## src/rtl/recorder_timing_pkg.sv

```systemverilog
/*
  Shared constants of the recorder timing generator: clock rates, pulse
  widths, delays and counter widths. Assumes a single 25 MHz system clock.
*/
package recorder_timing_pkg;
  // System clock
  localparam int CLK_HZ = 25_000_000;
  localparam int CLK_PERIOD_NS = 40;
  // Crystal reference rate, made as an enable from the system clock
  localparam int REF_HZ = 38_400;
  localparam int REF_DIV_CYCLES = (CLK_HZ + REF_HZ / 2) / REF_HZ;
  localparam int REF_CNT_W = 10;
  // Base tick divider: default ratio and counter width
  localparam int BASE_RATIO_W = 14;
  localparam logic [13:0] BASE_RATIO_DEFAULT = 14'h2580;
  // Slower binary-divided ticks
  localparam int SLOW_TICKS = 7;
  // Delay of the delayed gated tick, in cycles
  localparam int GATE_DELAY_CYCLES = 2;
  // Load and counter-clear pulse width
  localparam int LOAD_PULSE_NS = 16_000;
  localparam int LOAD_PULSE_CYCLES = (LOAD_PULSE_NS + CLK_PERIOD_NS / 2) / CLK_PERIOD_NS;
  localparam int LOAD_CNT_W = 9;
  // Shift clock delay
  localparam int SHIFT_DELAY_US = 500;
  localparam int SHIFT_DELAY_CYCLES = (SHIFT_DELAY_US * 1000 + CLK_PERIOD_NS / 2) / CLK_PERIOD_NS;
  localparam int EDGE_QUEUE_DEPTH = 32;
  // Power-on pulse
  localparam int POWER_ON_S = 10;
  localparam int POWER_ON_CYCLES = POWER_ON_S * CLK_HZ;
  localparam int POWER_CNT_W = 28;
endpackage

```

## src/rtl/pulse_timer.sv

```systemverilog
/*
  Non-retriggerable one-shot: a trigger starts a pulse of CYCLES clock
  cycles; done marks its last cycle. Trigger is from the same clock.
*/
`timescale 1ns/1ps
module pulse_timer #(
  parameter int CYCLES = 400,
  parameter int CW = 9
) (
  // Clock and reset
  input wire logic clk,
  input wire logic rstn,
  // Trigger and pulse
  input wire logic trig,
  output logic active,
  output logic done
);
  logic [CW-1:0] count;

  // Last cycle of the pulse
  assign done = active && (count == CW'(CYCLES - 1));

  // Triggers during a pulse are ignored, like the one-shot it replaces
  always_ff @(posedge clk or negedge rstn) begin
    if (!rstn) begin
      active <= 1'b0;
      count <= '0;
    end else if (!active) begin
      active <= trig;
      count <= '0;
    end else if (done) begin
      active <= 1'b0;
    end else begin
      count <= count + CW'(1);
    end
  end
endmodule // pulse_timer

```

## src/rtl/recorder_timing_generator.sv

```systemverilog
/*
  Recorder timing generator: base and slower ticks, gated tick, word load
  and clear pulses, delayed shift clock and power-on timing. Assumes one
  25 MHz clock; all logger and sequencer inputs are asynchronous pins.
*/
`timescale 1ns/1ps
module recorder_timing_generator
  import recorder_timing_pkg::*;
#(
  parameter int SHIFT_DELAY = SHIFT_DELAY_CYCLES,
  parameter int POWER_ON = POWER_ON_CYCLES
) (
  // Clock and reset
  input wire logic clk,
  input wire logic rstn,
  // Divider setting
  input wire logic [BASE_RATIO_W-1:0] base_ratio,
  // Ticks
  output logic base_tick,
  output logic [SLOW_TICKS-1:0] slow_tick,
  output logic gated_tick,
  output logic delayed_gated_tick,
  // Logger and sequencer inputs (asynchronous)
  input wire logic logger_gap_busy,
  input wire logic digital_start,
  input wire logic logger_write_clock,
  input wire logic record_gap_signal,
  input wire logic digital_select,
  // Data card strobes
  output logic shift_load_pulse,
  output logic counter_clear_pulse,
  output logic delayed_shift_clock,
  // Power-up
  output logic power_on_pulse,
  output logic tape_load_forward
);
  localparam int TS_W = $clog2(SHIFT_DELAY + 1) + 1;
  localparam int QA_W = $clog2(EDGE_QUEUE_DEPTH);

  logic [4:0] sync1, sync2, sync3, pin;
  logic gap_f, start_f, wclk_f, rgap_f, dsel_f;
  logic ref_en;
  logic [REF_CNT_W-1:0] ref_cnt;
  logic [BASE_RATIO_W-1:0] base_cnt;
  logic [SLOW_TICKS-1:0] slow_cnt;
  logic [GATE_DELAY_CYCLES-1:0] gate_dly;
  logic start_q, load_done, clear_done;
  logic burst, burst_q, push, pop;
  logic [TS_W-1:0] now, head;
  logic [TS_W-1:0] edge_mem [EDGE_QUEUE_DEPTH];
  logic [QA_W:0] wr_ptr, rd_ptr;
  logic [POWER_CNT_W-1:0] por_cnt;

  assign {gap_f, start_f, wclk_f, rgap_f, dsel_f} = pin;

  // Three-stage pin synchronisers; a change counts once stages two and three agree
  always_ff @(posedge clk or negedge rstn) begin
    if (!rstn) begin
      sync1 <= '0;
      sync2 <= '0;
      sync3 <= '0;
      pin <= '0;
    end else begin
      sync1 <= {logger_gap_busy, digital_start, logger_write_clock, record_gap_signal,
                digital_select};
      sync2 <= sync1;
      sync3 <= sync2;
      pin <= (sync2 & sync3) | (pin & (sync2 ^ sync3));
    end
  end

  // Reference-rate enable standing in for the crystal oscillator
  always_ff @(posedge clk or negedge rstn) begin
    if (!rstn) begin
      ref_cnt <= '0;
      ref_en <= 1'b0;
    end else begin
      ref_en <= (ref_cnt == REF_CNT_W'(REF_DIV_CYCLES - 1));
      ref_cnt <= (ref_cnt == REF_CNT_W'(REF_DIV_CYCLES - 1)) ? '0 : ref_cnt + REF_CNT_W'(1);
    end
  end

  // Programmable base divider; a ratio of zero acts as one
  always_ff @(posedge clk or negedge rstn) begin
    if (!rstn) begin
      base_cnt <= '0;
      base_tick <= 1'b0;
    end else begin
      base_tick <= 1'b0;
      if (ref_en) begin
        if (base_cnt + BASE_RATIO_W'(1) >= base_ratio) begin
          base_cnt <= '0;
          base_tick <= 1'b1;
        end else begin
          base_cnt <= base_cnt + BASE_RATIO_W'(1);
        end
      end
    end
  end

  // Mask of the low k+1 chain bits; avoids a variable-width part-select
  function automatic logic [SLOW_TICKS-1:0] low_ones(input int k);
    low_ones = (SLOW_TICKS'(1) << (k + 1)) - SLOW_TICKS'(1);
  endfunction

  // Binary chain: tick k fires every 2^(k+1) base ticks
  always_ff @(posedge clk or negedge rstn) begin
    if (!rstn) begin
      slow_cnt <= '0;
      slow_tick <= '0;
    end else begin
      for (int k = 0; k < SLOW_TICKS; k++) begin
        slow_tick[k] <= base_tick && ((slow_cnt & low_ones(k)) == low_ones(k));
      end
      if (base_tick) begin
        slow_cnt <= slow_cnt + SLOW_TICKS'(1);
      end
    end
  end

  // Gated tick and its delayed copy; the delay gives sequencer data time to settle
  always_ff @(posedge clk or negedge rstn) begin
    if (!rstn) begin
      gated_tick <= 1'b0;
      gate_dly <= '0;
    end else begin
      gated_tick <= base_tick && !gap_f;
      gate_dly <= {gate_dly[GATE_DELAY_CYCLES-2:0], gated_tick};
    end
  end
  assign delayed_gated_tick = gate_dly[GATE_DELAY_CYCLES-1];

  // Start edge detector
  always_ff @(posedge clk or negedge rstn) begin
    if (!rstn) begin
      start_q <= 1'b0;
    end else begin
      start_q <= start_f;
    end
  end

  // Load then clear one-shots; a start edge during the load is ignored
  pulse_timer #(.CYCLES(LOAD_PULSE_CYCLES), .CW(LOAD_CNT_W)) load_timer (
    .clk(clk),
    .rstn(rstn),
    .trig(start_f && !start_q),
    .active(shift_load_pulse),
    .done(load_done)
  );
  pulse_timer #(.CYCLES(LOAD_PULSE_CYCLES), .CW(LOAD_CNT_W)) clear_timer (
    .clk(clk),
    .rstn(rstn),
    .trig(load_done),
    .active(counter_clear_pulse),
    .done(clear_done)
  );

  // Word burst, only forwarded while digital data is recorded
  assign burst = wclk_f && rgap_f && dsel_f;
  assign push = (burst != burst_q) && (wr_ptr - rd_ptr != (QA_W + 1)'(EDGE_QUEUE_DEPTH));
  assign head = edge_mem[rd_ptr[QA_W-1:0]];
  assign pop = (wr_ptr != rd_ptr) && (now - head == TS_W'(SHIFT_DELAY));

  // Edge time queue: burst edges, up to 32 waiting, are replayed SHIFT_DELAY cycles later
  always_ff @(posedge clk or negedge rstn) begin
    if (!rstn) begin
      burst_q <= 1'b0;
      now <= '0;
      wr_ptr <= '0;
      rd_ptr <= '0;
      delayed_shift_clock <= 1'b0;
    end else begin
      burst_q <= burst;
      now <= now + TS_W'(1);
      if (push) begin
        wr_ptr <= wr_ptr + (QA_W + 1)'(1);
      end
      if (pop) begin
        rd_ptr <= rd_ptr + (QA_W + 1)'(1);
        delayed_shift_clock <= !delayed_shift_clock;
      end
    end
  end

  // Queue storage, no reset needed
  always_ff @(posedge clk) begin
    if (push) begin
      edge_mem[wr_ptr[QA_W-1:0]] <= now;
    end
  end

  // Power-on timer; the end of the pulse raises tape_load_forward
  always_ff @(posedge clk or negedge rstn) begin
    if (!rstn) begin
      por_cnt <= '0;
      power_on_pulse <= 1'b1;
      tape_load_forward <= 1'b0;
    end else if (power_on_pulse) begin
      por_cnt <= por_cnt + POWER_CNT_W'(1);
      if (por_cnt == POWER_CNT_W'(POWER_ON - 1)) begin
        power_on_pulse <= 1'b0;
        tape_load_forward <= 1'b1;
      end
    end
  end

  // Helper counters for the checks below
  logic [31:0] base_gap, load_len, clear_len;
  logic base_seen;
  always_ff @(posedge clk or negedge rstn) begin
    if (!rstn) begin
      base_gap <= '0;
      base_seen <= 1'b0;
      load_len <= '0;
      clear_len <= '0;
    end else begin
      base_gap <= base_tick ? 32'h1 : base_gap + 32'h1;
      base_seen <= base_seen || base_tick;
      load_len <= shift_load_pulse ? load_len + 32'h1 : 32'h0;
      clear_len <= counter_clear_pulse ? clear_len + 32'h1 : 32'h0;
    end
  end
endmodule // recorder_timing_generator

```

## config.mk

```make
export PLATFORM = sky130hd
export DESIGN_NAME = recorder_timing_generator
export DESIGN_NICKNAME = d
export VERILOG_FILES = /design/src/rtl/recorder_timing_pkg.sv /design/src/rtl/pulse_timer.sv /design/src/rtl/recorder_timing_generator.sv
export SDC_FILE = /design/constraint.sdc
export NUM_CORES = 1
export LEC_CHECK = 0
export BUFFER_PORTS_ARGS = -buffer_cell sky130_fd_sc_hd__buf_2
export CAP_MARGIN = 20
export CORE_MARGIN = 1
export CORE_UTILIZATION = 57
export CTS_CLUSTER_SIZE = 16
export DETAILED_ROUTE_END_ITERATION = 16
export PLACE_DENSITY = 0.83
export SLEW_MARGIN = 30
export SYNTH_ARGS = -nofsm -noshare
export SYNTH_HDL_FRONTEND = slang
export SYNTH_SLANG_ARGS = --single-unit
```

## constraint.sdc

```tcl
create_clock -name clk -period 5.2 [get_ports clk]
set_input_delay 0.52 -clock clk [delete_from_list [all_inputs] [get_ports clk]]
set_output_delay 0.52 -clock clk [all_outputs]
set_load 0.005 [all_outputs]
```

==> metrics.md, run 1 <==
| Metric | Value |
|---|---|
| Fmax achieved | approximately 0.20 GHz |
| Arrival @ worst endpoint | between 5000 and 6000 ps |
| Post-synth EDFFs | 480 |
| CP max-delay cell | dfrtp_4 |
| Placed inst area | between 20000 and 30000 um^2 |
| Synth Net Count | ~1500 |
| Most frequent cell on the critical path | nand2_1 |
| Largest cells by area after synthesis | edfxtp_1, dfrtp_1, mux4_2 |
| Leak pwr | 10.5 nW |
| Non-filler cells, final | between 2000 and 2500 |
| Critical-path maximum fanout | 36 |
| Share of cells above drive strength 1 | a little under a quarter |
| Post-route ant nets | 0 |
| Yosys warning total | 0 |
| Layout Nets | approximately 1600 |
| Failing checks | hold timing |
| Routability cong. | 0.865 |
| TritonCTS Buffers | slightly below 60 |
| Yosys top cell by area | edfxtp_1 |
| Setup_tns | 0 ps |
| Die ar. | roughly 46000 um^2 |
| Max-cap violations | 0 |
| Row count | 77 |
| Filler Cell Count | approximately 2900 |
| Final Slew Violations | 0 |
| Synth Register Bits | between 600 and 700 |
| CP peak stage delay | between 800 and 900 ps |
| Placed cells | 2088 |
| Ys async rst share | between 20 and 25% |
| H-tree lvl count | 2 |
| I/O pin cnt | 36 |
| Core box area | about 44000 um^2 |
| Critical-path cell list | buf_4, mux4_2, mux4_2, nand2_1, nand2_1, ha_1, nor2b_1, o2111ai_1, a221o_1, a2111oi_2, o211ai_1, a2111oi_4, buf_4, nand2_1, xnor2_1 |
| Vias in the first global route | approximately 14000 |
| Vias per Instance | roughly 6.2 |
| Slew margin rel. | 42.4% |
| Setup Skew | 25.5 ps |
| Largest net degree at the start of global routing | 106 |
| Area of the multi-input gates | ~7300 um^2 |
| Global-route wire length before repair | 87.8 mm |
| Peak VDD IR | 0.285 mV |
| Final min period | around 5000 ps |
| Post-synthesis cell count | about 1400 |
| Vias | approximately 14000 |
| Critical Path Start Type | flip-flop |
| Yosys top cell area share | around 56% |
| Starting Density | around 58% |
| Commonest cells post-synth | edfxtp_1, dfrtp_1, mux4_2 |
| Post-CTS Setup Bufs | 0 |
| Tcrit/Tclk final | ~95% |
| Aggregate global-route resource usage | a little over a quarter |
| Die X | around 210 um |
| WL final | ~58 mm |
| Initial antenna violation count | 1 |
| Crit path capture type | flip-flop |
| Final Setup Violations | 0 |
| Worst skew pair latency | approximately 620 ps |
| Clock Sinks | between 600 and 700 |
| Slew @ Worst Pin | 865 ps |
| Area grow syn2layout | 14.0% |
| Synth cell types | 66 |
| Unrepaired setup endpoints after global routing | no |
| Final Hold Fails | 16 |
| Finished Cell Area | slightly below 30000 um^2 |
| Worst-path clk slew | approximately 70 ps |
| DRT Pass-1 Iters | 6 |
| Post-Syn Area | 25700 um^2 |
| Required @ worst endpoint | ~5700 ps |
| I/O Buffers | 35 |
| Fin Hold WS | -35.8 ps |
| Commonest register cell after synthesis | edfxtp_1 |
| Dpl hpwl | 33.3 mm |
| CP Class | flip-flop to flip-flop |
| Clk buf depth | 3 |
| DRT iter0 DRCs | 1686 |
| Grt ovf | 0 |
| Flip-flop and latch area | ~18000 um^2 |
| Die Y | 214 um |
| Sequential fraction of the synthesis area | about 70% |
| WL per Instance | between 20 and 30 um |
| Root cell of the clock tree | clkbuf_16 |
| Most frequent cell after synthesis | edfxtp_1 |
| TritonCTS clock tree | yes |
| # diodes | 0 |
| Hold Crit Class | input port to async pin |
| Run status | finished with violations |
| Power Density | ~360 nW/um^2 |
| Drc violations | 0 |
| Syn avg cell area | 17.8 um^2 |
==> power breakdown <==
part	switching, W	internal (W)
Combinational	0.000221	0.000153
Clock	0.00188	0.00279
Sequential	0.0000722	0.00539
Total	0.00217	0.00833
==> repair_timing <==
action / 4_1_cts / 5_1_grt
endpoints found under the setup margin: 0 / 7
gates resized for setup: 0 / 2
hold buffers: 4 / 0
hold endpoints to repair: 4 / 0
==> layout by cell type, fill, tap and decap left out, types with 9 or more instances in the layout <==
master,n
buf_2,34
clkbuf_16,62
and2_1,22
mux4_2,142
a21o_1,15
a21oi_1,11
nor3_1,13
edfxtp_1,480
clkbuf_1,9
dfrtp_1,139
mux2i_1,15
buf_4,71
nand2_1,59
mux2_2,9
nor2b_1,10
inv_1,46
xnor2_1,59
bufinv_16,11
nand4_1,17
nand3_1,51
nor2_1,59
o21ai_0,25
xor2_1,30
clkinv_2,11
and3_1,24
ha_1,54
==> area by class of cell <==
| cell class | count | share of cell area, % |
|---|---|---|
| clock buffer | 75 | 5.61 |
| clock inverter | 37 | 1.71 |
| inverter | 48 | 0.616 |
| multi-input combinational | 712 | 24.9 |
| sequential | 623 | 61.6 |
| tap | 592 | 2.53 |
| timing repair buffer | 117 | 3.07 |
==> metal layers <==
metal	GRT usage [%]	vias up	part of all wire, %
met1	33.7	7065	37
met2	43.1	712	49
met4	11.2	0	4.1
li1	-	5864	-
met5	0	-	0
met3	5.99	130	9.3
==> metrics by stage <==
stage / util (%) / hold WS [ps] / setup slack [ps] / total power [W]
detailed placement: 61.0 / 336 / 190 / 0.00593
CTS: 65.9 / 4.56 / 132 / 0.0106
finish: 66.0 / -35.8 / 239 / 0.0105
floorplan: - / 224 / 56.8 / 0.00579
global route: 66.0 / 13.6 / 29.7 / 0.0108
global placement: 61.0 / 333 / 260 / 0.00591
==> worst max-delay path: cells and delay by family, from the launching register on <==
| kind | cells | cell delay [ps] |
|---|---|---|
| AND/OR/NAND/NOR | 4 | 540 |
| XOR/XNOR | 1 | 120 |
| AO/OA/AOI/OAI | 5 | 1700 |
| flip-flops | 1 | 830 |
| adder cells (fa/ha/maj) | 1 | 210 |
| buffers and inverters | 2 | 540 |
| multiplexers | 2 | 810 |
==> cell families after synthesis <==
family          count (synthesis)  synth area share (%)
compound gates                104                  2.85
xor+xnor                       90                  3.13
fa+ha+maj                      54                  2.63
buf+inv                       103                  1.55
flops                         623                  70.1
mux                           170                  13.8
simple gates                  294                  5.90
==> registers in the layout, indices dropped and copies added, names as in the netlist, 2 cells and up <==
name,flops
pin,5
ref_cnt,10
gate_dly,2
load_timer.count,9
clear_timer.count,9
sync3,5
por_cnt,28
rd_ptr,6
slow_tick,7
edge_mem,480
now,15
sync2,5
wr_ptr,6
slow_cnt,7
base_cnt,14
sync1,5
==> final timing paths <==
check                                       from  cells after the start                       to  slack (ps)
hold / removal                              rstn                      1  por_cnt[12]$_DFFE_PN0P_         -40
hold reg to reg               sync1[1]$_DFF_PN0_                      0       sync2[1]$_DFF_PN0_         350
setup reg to reg           rd_ptr[1]$_DFFE_PN0P_                     15    rd_ptr[2]$_DFFE_PN0P_         240
max in group asynchronous                   rstn                      2    rd_ptr[1]$_DFFE_PN0P_        4040
setup / recovery           rd_ptr[1]$_DFFE_PN0P_                     15    rd_ptr[2]$_DFFE_PN0P_         240
min in group clk               record_gap_signal                      1       sync1[1]$_DFF_PN0_          30
No activity file was read; power rests on OpenSTA's default activity.
==> run 2, diff against run 1 <==
--- a/config.mk
+++ b/config.mk
@@ -8,10 +8,11 @@
 export BUFFER_PORTS_ARGS = -buffer_cell sky130_fd_sc_hd__buf_2
 export CAP_MARGIN = 20
 export CORE_MARGIN = 1
-export CORE_UTILIZATION = 57
+export CORE_UTILIZATION = 60
 export CTS_CLUSTER_SIZE = 16
 export DETAILED_ROUTE_END_ITERATION = 16
 export PLACE_DENSITY = 0.83
+export SKIP_LAST_GASP = 1
 export SLEW_MARGIN = 30
 export SYNTH_ARGS = -nofsm -noshare
 export SYNTH_HDL_FRONTEND = slang
==> constraint.sdc (replaced) <==
create_clock -name clk -period 5.5 [get_ports clk]
set_input_delay 0.55 -clock clk [delete_from_list [all_inputs] [get_ports clk]]
set_output_delay 0.55 -clock clk [all_outputs]
set_load 0.005 [all_outputs]
==> metrics.md, run 2 (same netlist as run 1, synthesis figures left out) <==
| Metric | Value |
|---|---|
| Power Density | 335 nW/um^2 (-6.8%) |
| DRT Pass-1 Iters | 5 (-1) |
| Routability cong. | 0.929 (+7.3%) |
| R2R depth | 14 (-1) |
| Drc violations | 0 (unchanged) |
| Setup_tns | 0 ps (unchanged) |
| TritonCTS Buffers | 59 (unchanged) |
| Most common cell after layout, fill and taps aside | edfxtp_1 |
| Fmax achieved | 0.197 GHz (-2.1%) |
| I/O pin cnt | 36 (unchanged) |
| WP depth | 14 (-1) |
| Row count | 75 (-2.6%) |
| Buffers plus inverters on the worst setup path | 2 (unchanged) |
| Max-cap violations | 0 (unchanged) |
| # diodes | 0 (unchanged) |
| Die ar. | 43600 um^2 (-5.0%) |
| Most frequent cells in the layout | edfxtp_1, mux4_2, dfrtp_1 |
| Failing checks | hold timing |
| WL final | 56.3 mm (-3.5%) |
| Worst skew pair latency | 630 ps (about the same) |
| Crit path capture type | flip-flop |
| Resized cells post-CTS | 0 (unchanged) |
| Final min period | 5070 ps (+109 ps) |
| Share of cells above drive strength 1 | 22.9% (-0.65 points) |
| WL per Instance | 26.3 um (-0.80%) |
| Fin Hold WS | -43.9 ps (-8.07 ps) |
| Run status | finished with violations |
| Die Y | 209 um (-2.5%) |
| CP Class | flip-flop to flip-flop |
| Most frequent cell on the critical path | mux4_2 |
| Dpl hpwl | 33.2 mm (-0.21%) |
| Critical Path Start Type | flip-flop |
| CP peak stage delay | 690 ps (-140 ps) |
| Leak pwr | 10.4 nW (-0.72%) |
| TritonCTS clock tree | yes |
| H-tree lvl count | 2 (unchanged) |
| Aggregate global-route resource usage | 26.8% (+0.67 points) |
| Max reg flops | 480 (unchanged) |
| Final Slew Violations | 0 (unchanged) |
| Initial antenna violation count | 0 (-1) |
| Largest net degree at the start of global routing | 99 (-6.6%) |
| Cell family with most CP delay | compound AO/OA/AOI/OAI gates |
| Peak VDD IR | 0.260 mV (-8.6%) |
| Clk buf depth | 3 (unchanged) |
| Vias per Instance | 6.37 (+2.0%) |
| I/O Buffers | 35 (unchanged) |
| Setup Skew | 32.5 ps (+7.06 ps) |
| Hold Crit Class | input port to async pin |
| Worst-path clk slew | 60 ps (about the same) |
| Grt ovf | 0 (unchanged) |
| Clock Sinks | 623 (unchanged) |
| Starting Density | 61.0% (+3.1 points) |
| Filler Cell Count | 2572 (-11%) |
| Root cell of the clock tree | clkbuf_16 |
| DRT iter0 DRCs | 1383 (-18%) |
| Final Setup Violations | 0 (unchanged) |
| Tcrit/Tclk final | 92.2% (-3.2 points) |
| Slew @ Worst Pin | 785 ps (-79.6 ps) |
| Die X | 209 um (-2.5%) |
| Core box area | 42000 um^2 (-5.1%) |
| Slew margin rel. | 47.7% (+5.3 points) |
| CP max-delay cell | dfrtp_4 |
| Non-filler cells, final | 2144 (-2.7%) |
| Global-route wire length before repair | 85.8 mm (-2.3%) |
| Area grow syn2layout | 13.1% |
| Layout Nets | 1630 (-0.37%) |
| Unrepaired setup endpoints after global routing | no |
| Vias | 13700 (-0.76%) |
| Vias in the first global route | 14100 (-0.064%) |
| Critical-path maximum fanout | 28 (-22%) |
| Required @ worst endpoint | 5990 ps (+310 ps) |
| Arrival @ worst endpoint | 5560 ps (+120 ps) |
| Placed cells | 2032 (-2.7%) |
| Final Hold Fails | 16 (unchanged) |
| Critical-path cell list | buf_12, mux4_2, mux4_2, mux2i_1, ha_1, nor2b_1, o2111ai_1, a221o_1, a2111oi_0, o211ai_1, a2111oi_4, buf_4, nand2_1, xnor2_1 |
| Post-route ant nets | 0 (unchanged) |
[run 2: changes by cell type in the layout (fill, tap and decap cells not counted), sizes merged]
cell	previous run	this run
clkbuf	76	80
clkinvlp	7	4
inv	49	51
buf	112	110
clkinv	18	17
dlygate4sd3	4	0
bufinv	11	8
[run 2: what timing repair did]
action / CTS / global route
setup endpoints to repair: 0 / 1
buffers inserted: 0 / 1
endpoints found under the hold margin: 0 / 0
hold buffers: 0 / 0
[run 2: routing by layer]
| metal | vias to the layer above | GRT usage, % | wire length [um] |
|---|---|---|---|
| li1 | 5856 | - | - |
| met1 | 7025 | 36.3 | 21500 |
| met2 | 655 | 44.4 | 28200 |
| met3 | 130 | 4.81 | 4760 |
| met4 | 0 | 9.36 | 1880 |
| met5 | - | 0 | 0 |
[run 2: stage by stage]
step	util [%]	setup WS, ps	power [W]	instance area, um^2
3_3_place_gp	64.1	444	0.00559	26900
5_1_grt	69.0	132	0.00999	29000
2_1_floorplan	-	190	0.00548	25700
6_report	69.0	431	0.00972	29000
3_5_place_dp	64.1	410	0.00561	26900
4_1_cts	68.9	334	0.00977	29000
[run 2: path summary, 6_finish.rpt]
check                           slack (ps)                      to                   from
worst max register to register         430   rd_ptr[2]$_DFFE_PN0P_  rd_ptr[0]$_DFFE_PN0P_
worst min-delay path                   -40  por_cnt[1]$_DFFE_PN0P_                   rstn
worst min register to register         350      sync2[2]$_DFF_PN0_     sync1[2]$_DFF_PN0_
min in group clk                        30      sync1[4]$_DFF_PN0_        logger_gap_busy
max in group asynchronous             4260   rd_ptr[1]$_DFFE_PN0P_                   rstn
worst max-delay path                   430   rd_ptr[2]$_DFFE_PN0P_  rd_ptr[0]$_DFFE_PN0P_
[run 2: area by class of cell]
cell class	instances	area, um^2	share of cell area (%)
multi-input cells	712	7270	25.1
repair buffers	111	850	2.93
flip-flops and latches	623	18000	62.1
inverters	48	180	0.621
well taps	539	674	2.32
clock buffers	79	1650	5.68
clock inverters	32	383	1.32
[run 2: worst reg2reg max path: stages (launching register included)]
cell and delay, ps:
dfrtp_4 690, buf_12 310, mux4_2 590, mux4_2 510, mux2i_1 220, ha_1 180, nor2b_1 270, o2111ai_1 200
a221o_1 360, a2111oi_0 480, o211ai_1 260, a2111oi_4 480, buf_4 220, nand2_1 70, xnor2_1 120
[run 2: power breakdown]
group	switching, W	internal, W	leakage (nW)
sequential	0.0000713	0.00510	6.15
combinational	0.000209	0.000142	3.28
clock	0.00171	0.00248	0.985
total	0.00199	0.00773	10.4
==> run 3, diff against run 2 <==
--- a/config.mk
+++ b/config.mk
@@ -9,6 +9,7 @@
 export CAP_MARGIN = 20
 export CORE_MARGIN = 1
 export CORE_UTILIZATION = 60
+export CTS_BUF_LIST = sky130_fd_sc_hd__clkbuf_2
 export CTS_CLUSTER_SIZE = 16
 export DETAILED_ROUTE_END_ITERATION = 16
 export PLACE_DENSITY = 0.83
@@ -16,4 +17,5 @@
 export SLEW_MARGIN = 30
 export SYNTH_ARGS = -nofsm -noshare
 export SYNTH_HDL_FRONTEND = slang
+export SYNTH_HIERARCHICAL = 1
 export SYNTH_SLANG_ARGS = --single-unit
==> metrics.md, run 3 <==
| Metric | Value |
|---|---|
| Fmax achieved | 0.202 GHz (+2.4%) |
| CP Class | flip-flop to flip-flop |
| Clock Sinks | 623 (unchanged) |
| DRT iter0 DRCs | 1454 (+5.1%) |
| TritonCTS clock tree | yes |
| Row count | 75 (unchanged) |
| Final Slew Violations | 0 (unchanged) |
| WL per Instance | 23.8 um (-9.4%) |
| Area grow syn2layout | 10.6% |
| Most frequent cell on the critical path | mux4_2 |
| WL final | 55.1 mm (-2.1%) |
| Post-synth EDFFs | 480 (unchanged) |
| Post-CTS Setup Bufs | 0 (unchanged) |
| Tcrit/Tclk final | 90.1% (-2.1 points) |
| Yosys top cell by area | edfxtp_1 |
| Peak VDD IR | 0.159 mV (-39%) |
| H-tree lvl count | 4 (+2) |
| Dpl hpwl | 32.1 mm (-3.5%) |
| Critical Path Start Type | flip-flop |
| Unrepaired setup endpoints after global routing | no |
| DRT Pass-1 Iters | 5 (unchanged) |
| Critical-path maximum fanout | 37 (+32%) |
| Most frequent cells in the layout | edfxtp_1, clkbuf_2, mux4_2 |
| Slew @ Worst Pin | 788 ps (+2.71 ps) |
| Crit path capture type | flip-flop |
| Hold Crit Class | input port to flip-flop |
| Synth Net Count | 1523 (+0.66%) |
| Largest net degree at the start of global routing | 83 (-16%) |
| Post-synthesis cell count | 1448 (+0.70%) |
| Final Setup Violations | 0 (unchanged) |
| Most frequent cell after synthesis | edfxtp_1 |
| Max reg flops | 480 (unchanged) |
| Final Hold Fails | 0 (-16) |
| TritonCTS Buffers | 151 (+160%) |
| Die ar. | 43900 um^2 (+0.83%) |
| Initial antenna violation count | 2 (+2) |
| Share of cells above drive strength 1 | 29.2% (+6.4 points) |
| Core Util, Final | 67.8% (-1.2 points) |
| Arrival @ worst endpoint | 6060 ps (+500 ps) |
| Largest cells by area after synthesis | edfxtp_1, dfrtp_1, mux4_2 |
| Vias per Instance | 6.18 (-3.1%) |
| Run status | finished, final reports clean |
| Ys async rst share | 23.0% (unchanged) |
| I/O Buffers | 35 (unchanged) |
| Starting Density | 61.3% (+0.24 points) |
| Routability cong. | 0.860 (-7.4%) |
| Slew margin rel. | 47.5% (-0.18 points) |
| Filler Cell Count | 2804 (+9.0%) |
| Post-Syn Area | 25900 um^2 (+0.83%) |
| CP max-delay cell | dfrtp_4 |
| Most common cell after layout, fill and taps aside | edfxtp_1 |
| Post-route ant nets | 0 (unchanged) |
| Required @ worst endpoint | 6610 ps (+620 ps) |
| Vias | 14300 (+4.7%) |
| Grt ovf | 0 (unchanged) |
| Syn avg cell area | 17.9 um^2 (+0.14%) |
| Layout Nets | 1733 (+6.3%) |
| Root cell of the clock tree | clkbuf_2 |
| Commonest register cell after synthesis | edfxtp_1 |
| Setup Skew | 95.8 ps (+63.2 ps) |
| Register-to-Register Setup Slack | 550 ps (+120 ps) |
| Core box area | 42200 um^2 (+0.45%) |
| CP peak stage delay | 850 ps (+160 ps) |
| Max-cap violations | 0 (unchanged) |
| Leak pwr | 10.5 nW (+1.0%) |
| Synth Register Bits | 623 (unchanged) |
| Global-route wire length before repair | 85.0 mm (-1.0%) |
| Die X | 210 um (+0.41%) |
| I/O pin cnt | 36 (unchanged) |
| Yosys warning total | 6 (+6) |
| Vias in the first global route | 14900 (+5.6%) |
| Synth cell types | 73 (+11%) |
| Die Y | 210 um (+0.41%) |
| Setup_tns | 0 ps (unchanged) |
| Drc violations | 0 (unchanged) |
| Power Density | 303 nW/um^2 (-9.5%) |
| Commonest cells post-synth | edfxtp_1, mux4_2, dfrtp_1, nor2_1, ha_1 |
| Power Total | 0.00867 W (-11%) |
| Worst skew pair latency | 1210 ps (+580 ps) |
| Critical-path cell list | buf_12, mux4_2, mux4_2, mux2i_1, ha_1, a21oi_1, o21ai_0, o31ai_4, a311oi_1, nor4_1, nand3_2, mux2_2 |
| Clk buf depth | 3 (unchanged) |
| Yosys top cell area share | 55.7% (-0.46 points) |
| Aggregate global-route resource usage | 26.5% (-0.37 points) |
| Final min period | 4950 ps (-117 ps) |
| Sequential fraction of the synthesis area | 69.6% (-0.58 points) |
| Worst-path clk slew | 110 ps (+50 ps) |
run 3: power by group:
part	leakage, nW	switching, W	total [W]	internal [W]
logic	3.23	0.000235	0.000396	0.000161
registers	6.20	0.0000939	0.00519	0.00510
clock network	1.09	0.00179	0.00308	0.00130
run 3: what timing repair did:
| item | in CTS | in global routing |
|---|---|---|
| gates resized for setup | 0 | 0 |
| hold buffers | 13 | 0 |
| hold endpoints to repair | 87 | 0 |
run 3: kinds of logic after synthesis:
family	share of synthesized area (%)
and+or+nand+nor	6.28
DFF	69.6
buffers and inverters	1.34
adders and majority gates	2.61
muxes	13.8
xor gates and xnor gates	2.81
AOI/OAI and AO/OA	3.60
run 3: metrics by stage:
stage / setup slack (ps) / cell area [um^2] / hold WS [ps] / instances
detailed placement: 603 / 27000 / 335 / 2031
finish: 547 / 28600 / 255 / 2316
CTS: 544 / 28600 / 49.4 / 2314
global route: 301 / 28600 / 203 / 2316
floorplan: 632 / 25900 / 254 / 1448
global placement: 721 / 27000 / 334 / 2031
run 3: layer usage:
layer	vias to the layer above	global-route usage (%)	part of all wire, %
li1	6287	-	-
met1	7279	35.5	40
met2	654	41.5	49
met3	87	6.57	8.3
met4	0	12.1	2.8
met5	-	0	0
run 3: path summary, 6_finish.rpt:
check | start | depth (start not counted) | end
worst max-delay path | rd_ptr[1]$_DFFE_PN0P_ | 12 | rd_ptr[1]$_DFFE_PN0P_
worst min-delay path | base_ratio[8] | 8 | base_cnt[10]$_DFFE_PN0P_
worst max register to register | rd_ptr[1]$_DFFE_PN0P_ | 12 | rd_ptr[1]$_DFFE_PN0P_
worst min register to register | sync1[2]$_DFF_PN0_ | 0 | sync2[2]$_DFF_PN0_
max in group asynchronous | rstn | 4 | base_cnt[1]$_DFFE_PN0P_
min in group asynchronous | rstn | 4 | clear_timer/count[0]$_DFFE_PN0P_
run 3: worst max-delay path, delay by kind of cell (launching register included):
kind                     cells  cell delay [ps]
multiplexers                 4             1380
AO/OA/AOI/OAI                4             1050
AND/OR/NAND/NOR              2              900
flip-flops                   1              850
adder cells (fa/ha/maj)      1              330
buffers and inverters        1              310
run 3: final cells by class:
class / instances / area (um^2) / area share [%]
sequential: 623 / 18000 / 62.9
multi-input combinational: 742 / 7530 / 26.3
clock buffer: 231 / 1160 / 4.04
timing repair buffer: 105 / 845 / 2.95
tap: 539 / 674 / 2.36
clock inverter: 39 / 259 / 0.905
inverter: 35 / 131 / 0.459
antenna: 2 / 5.00 / 0.0175
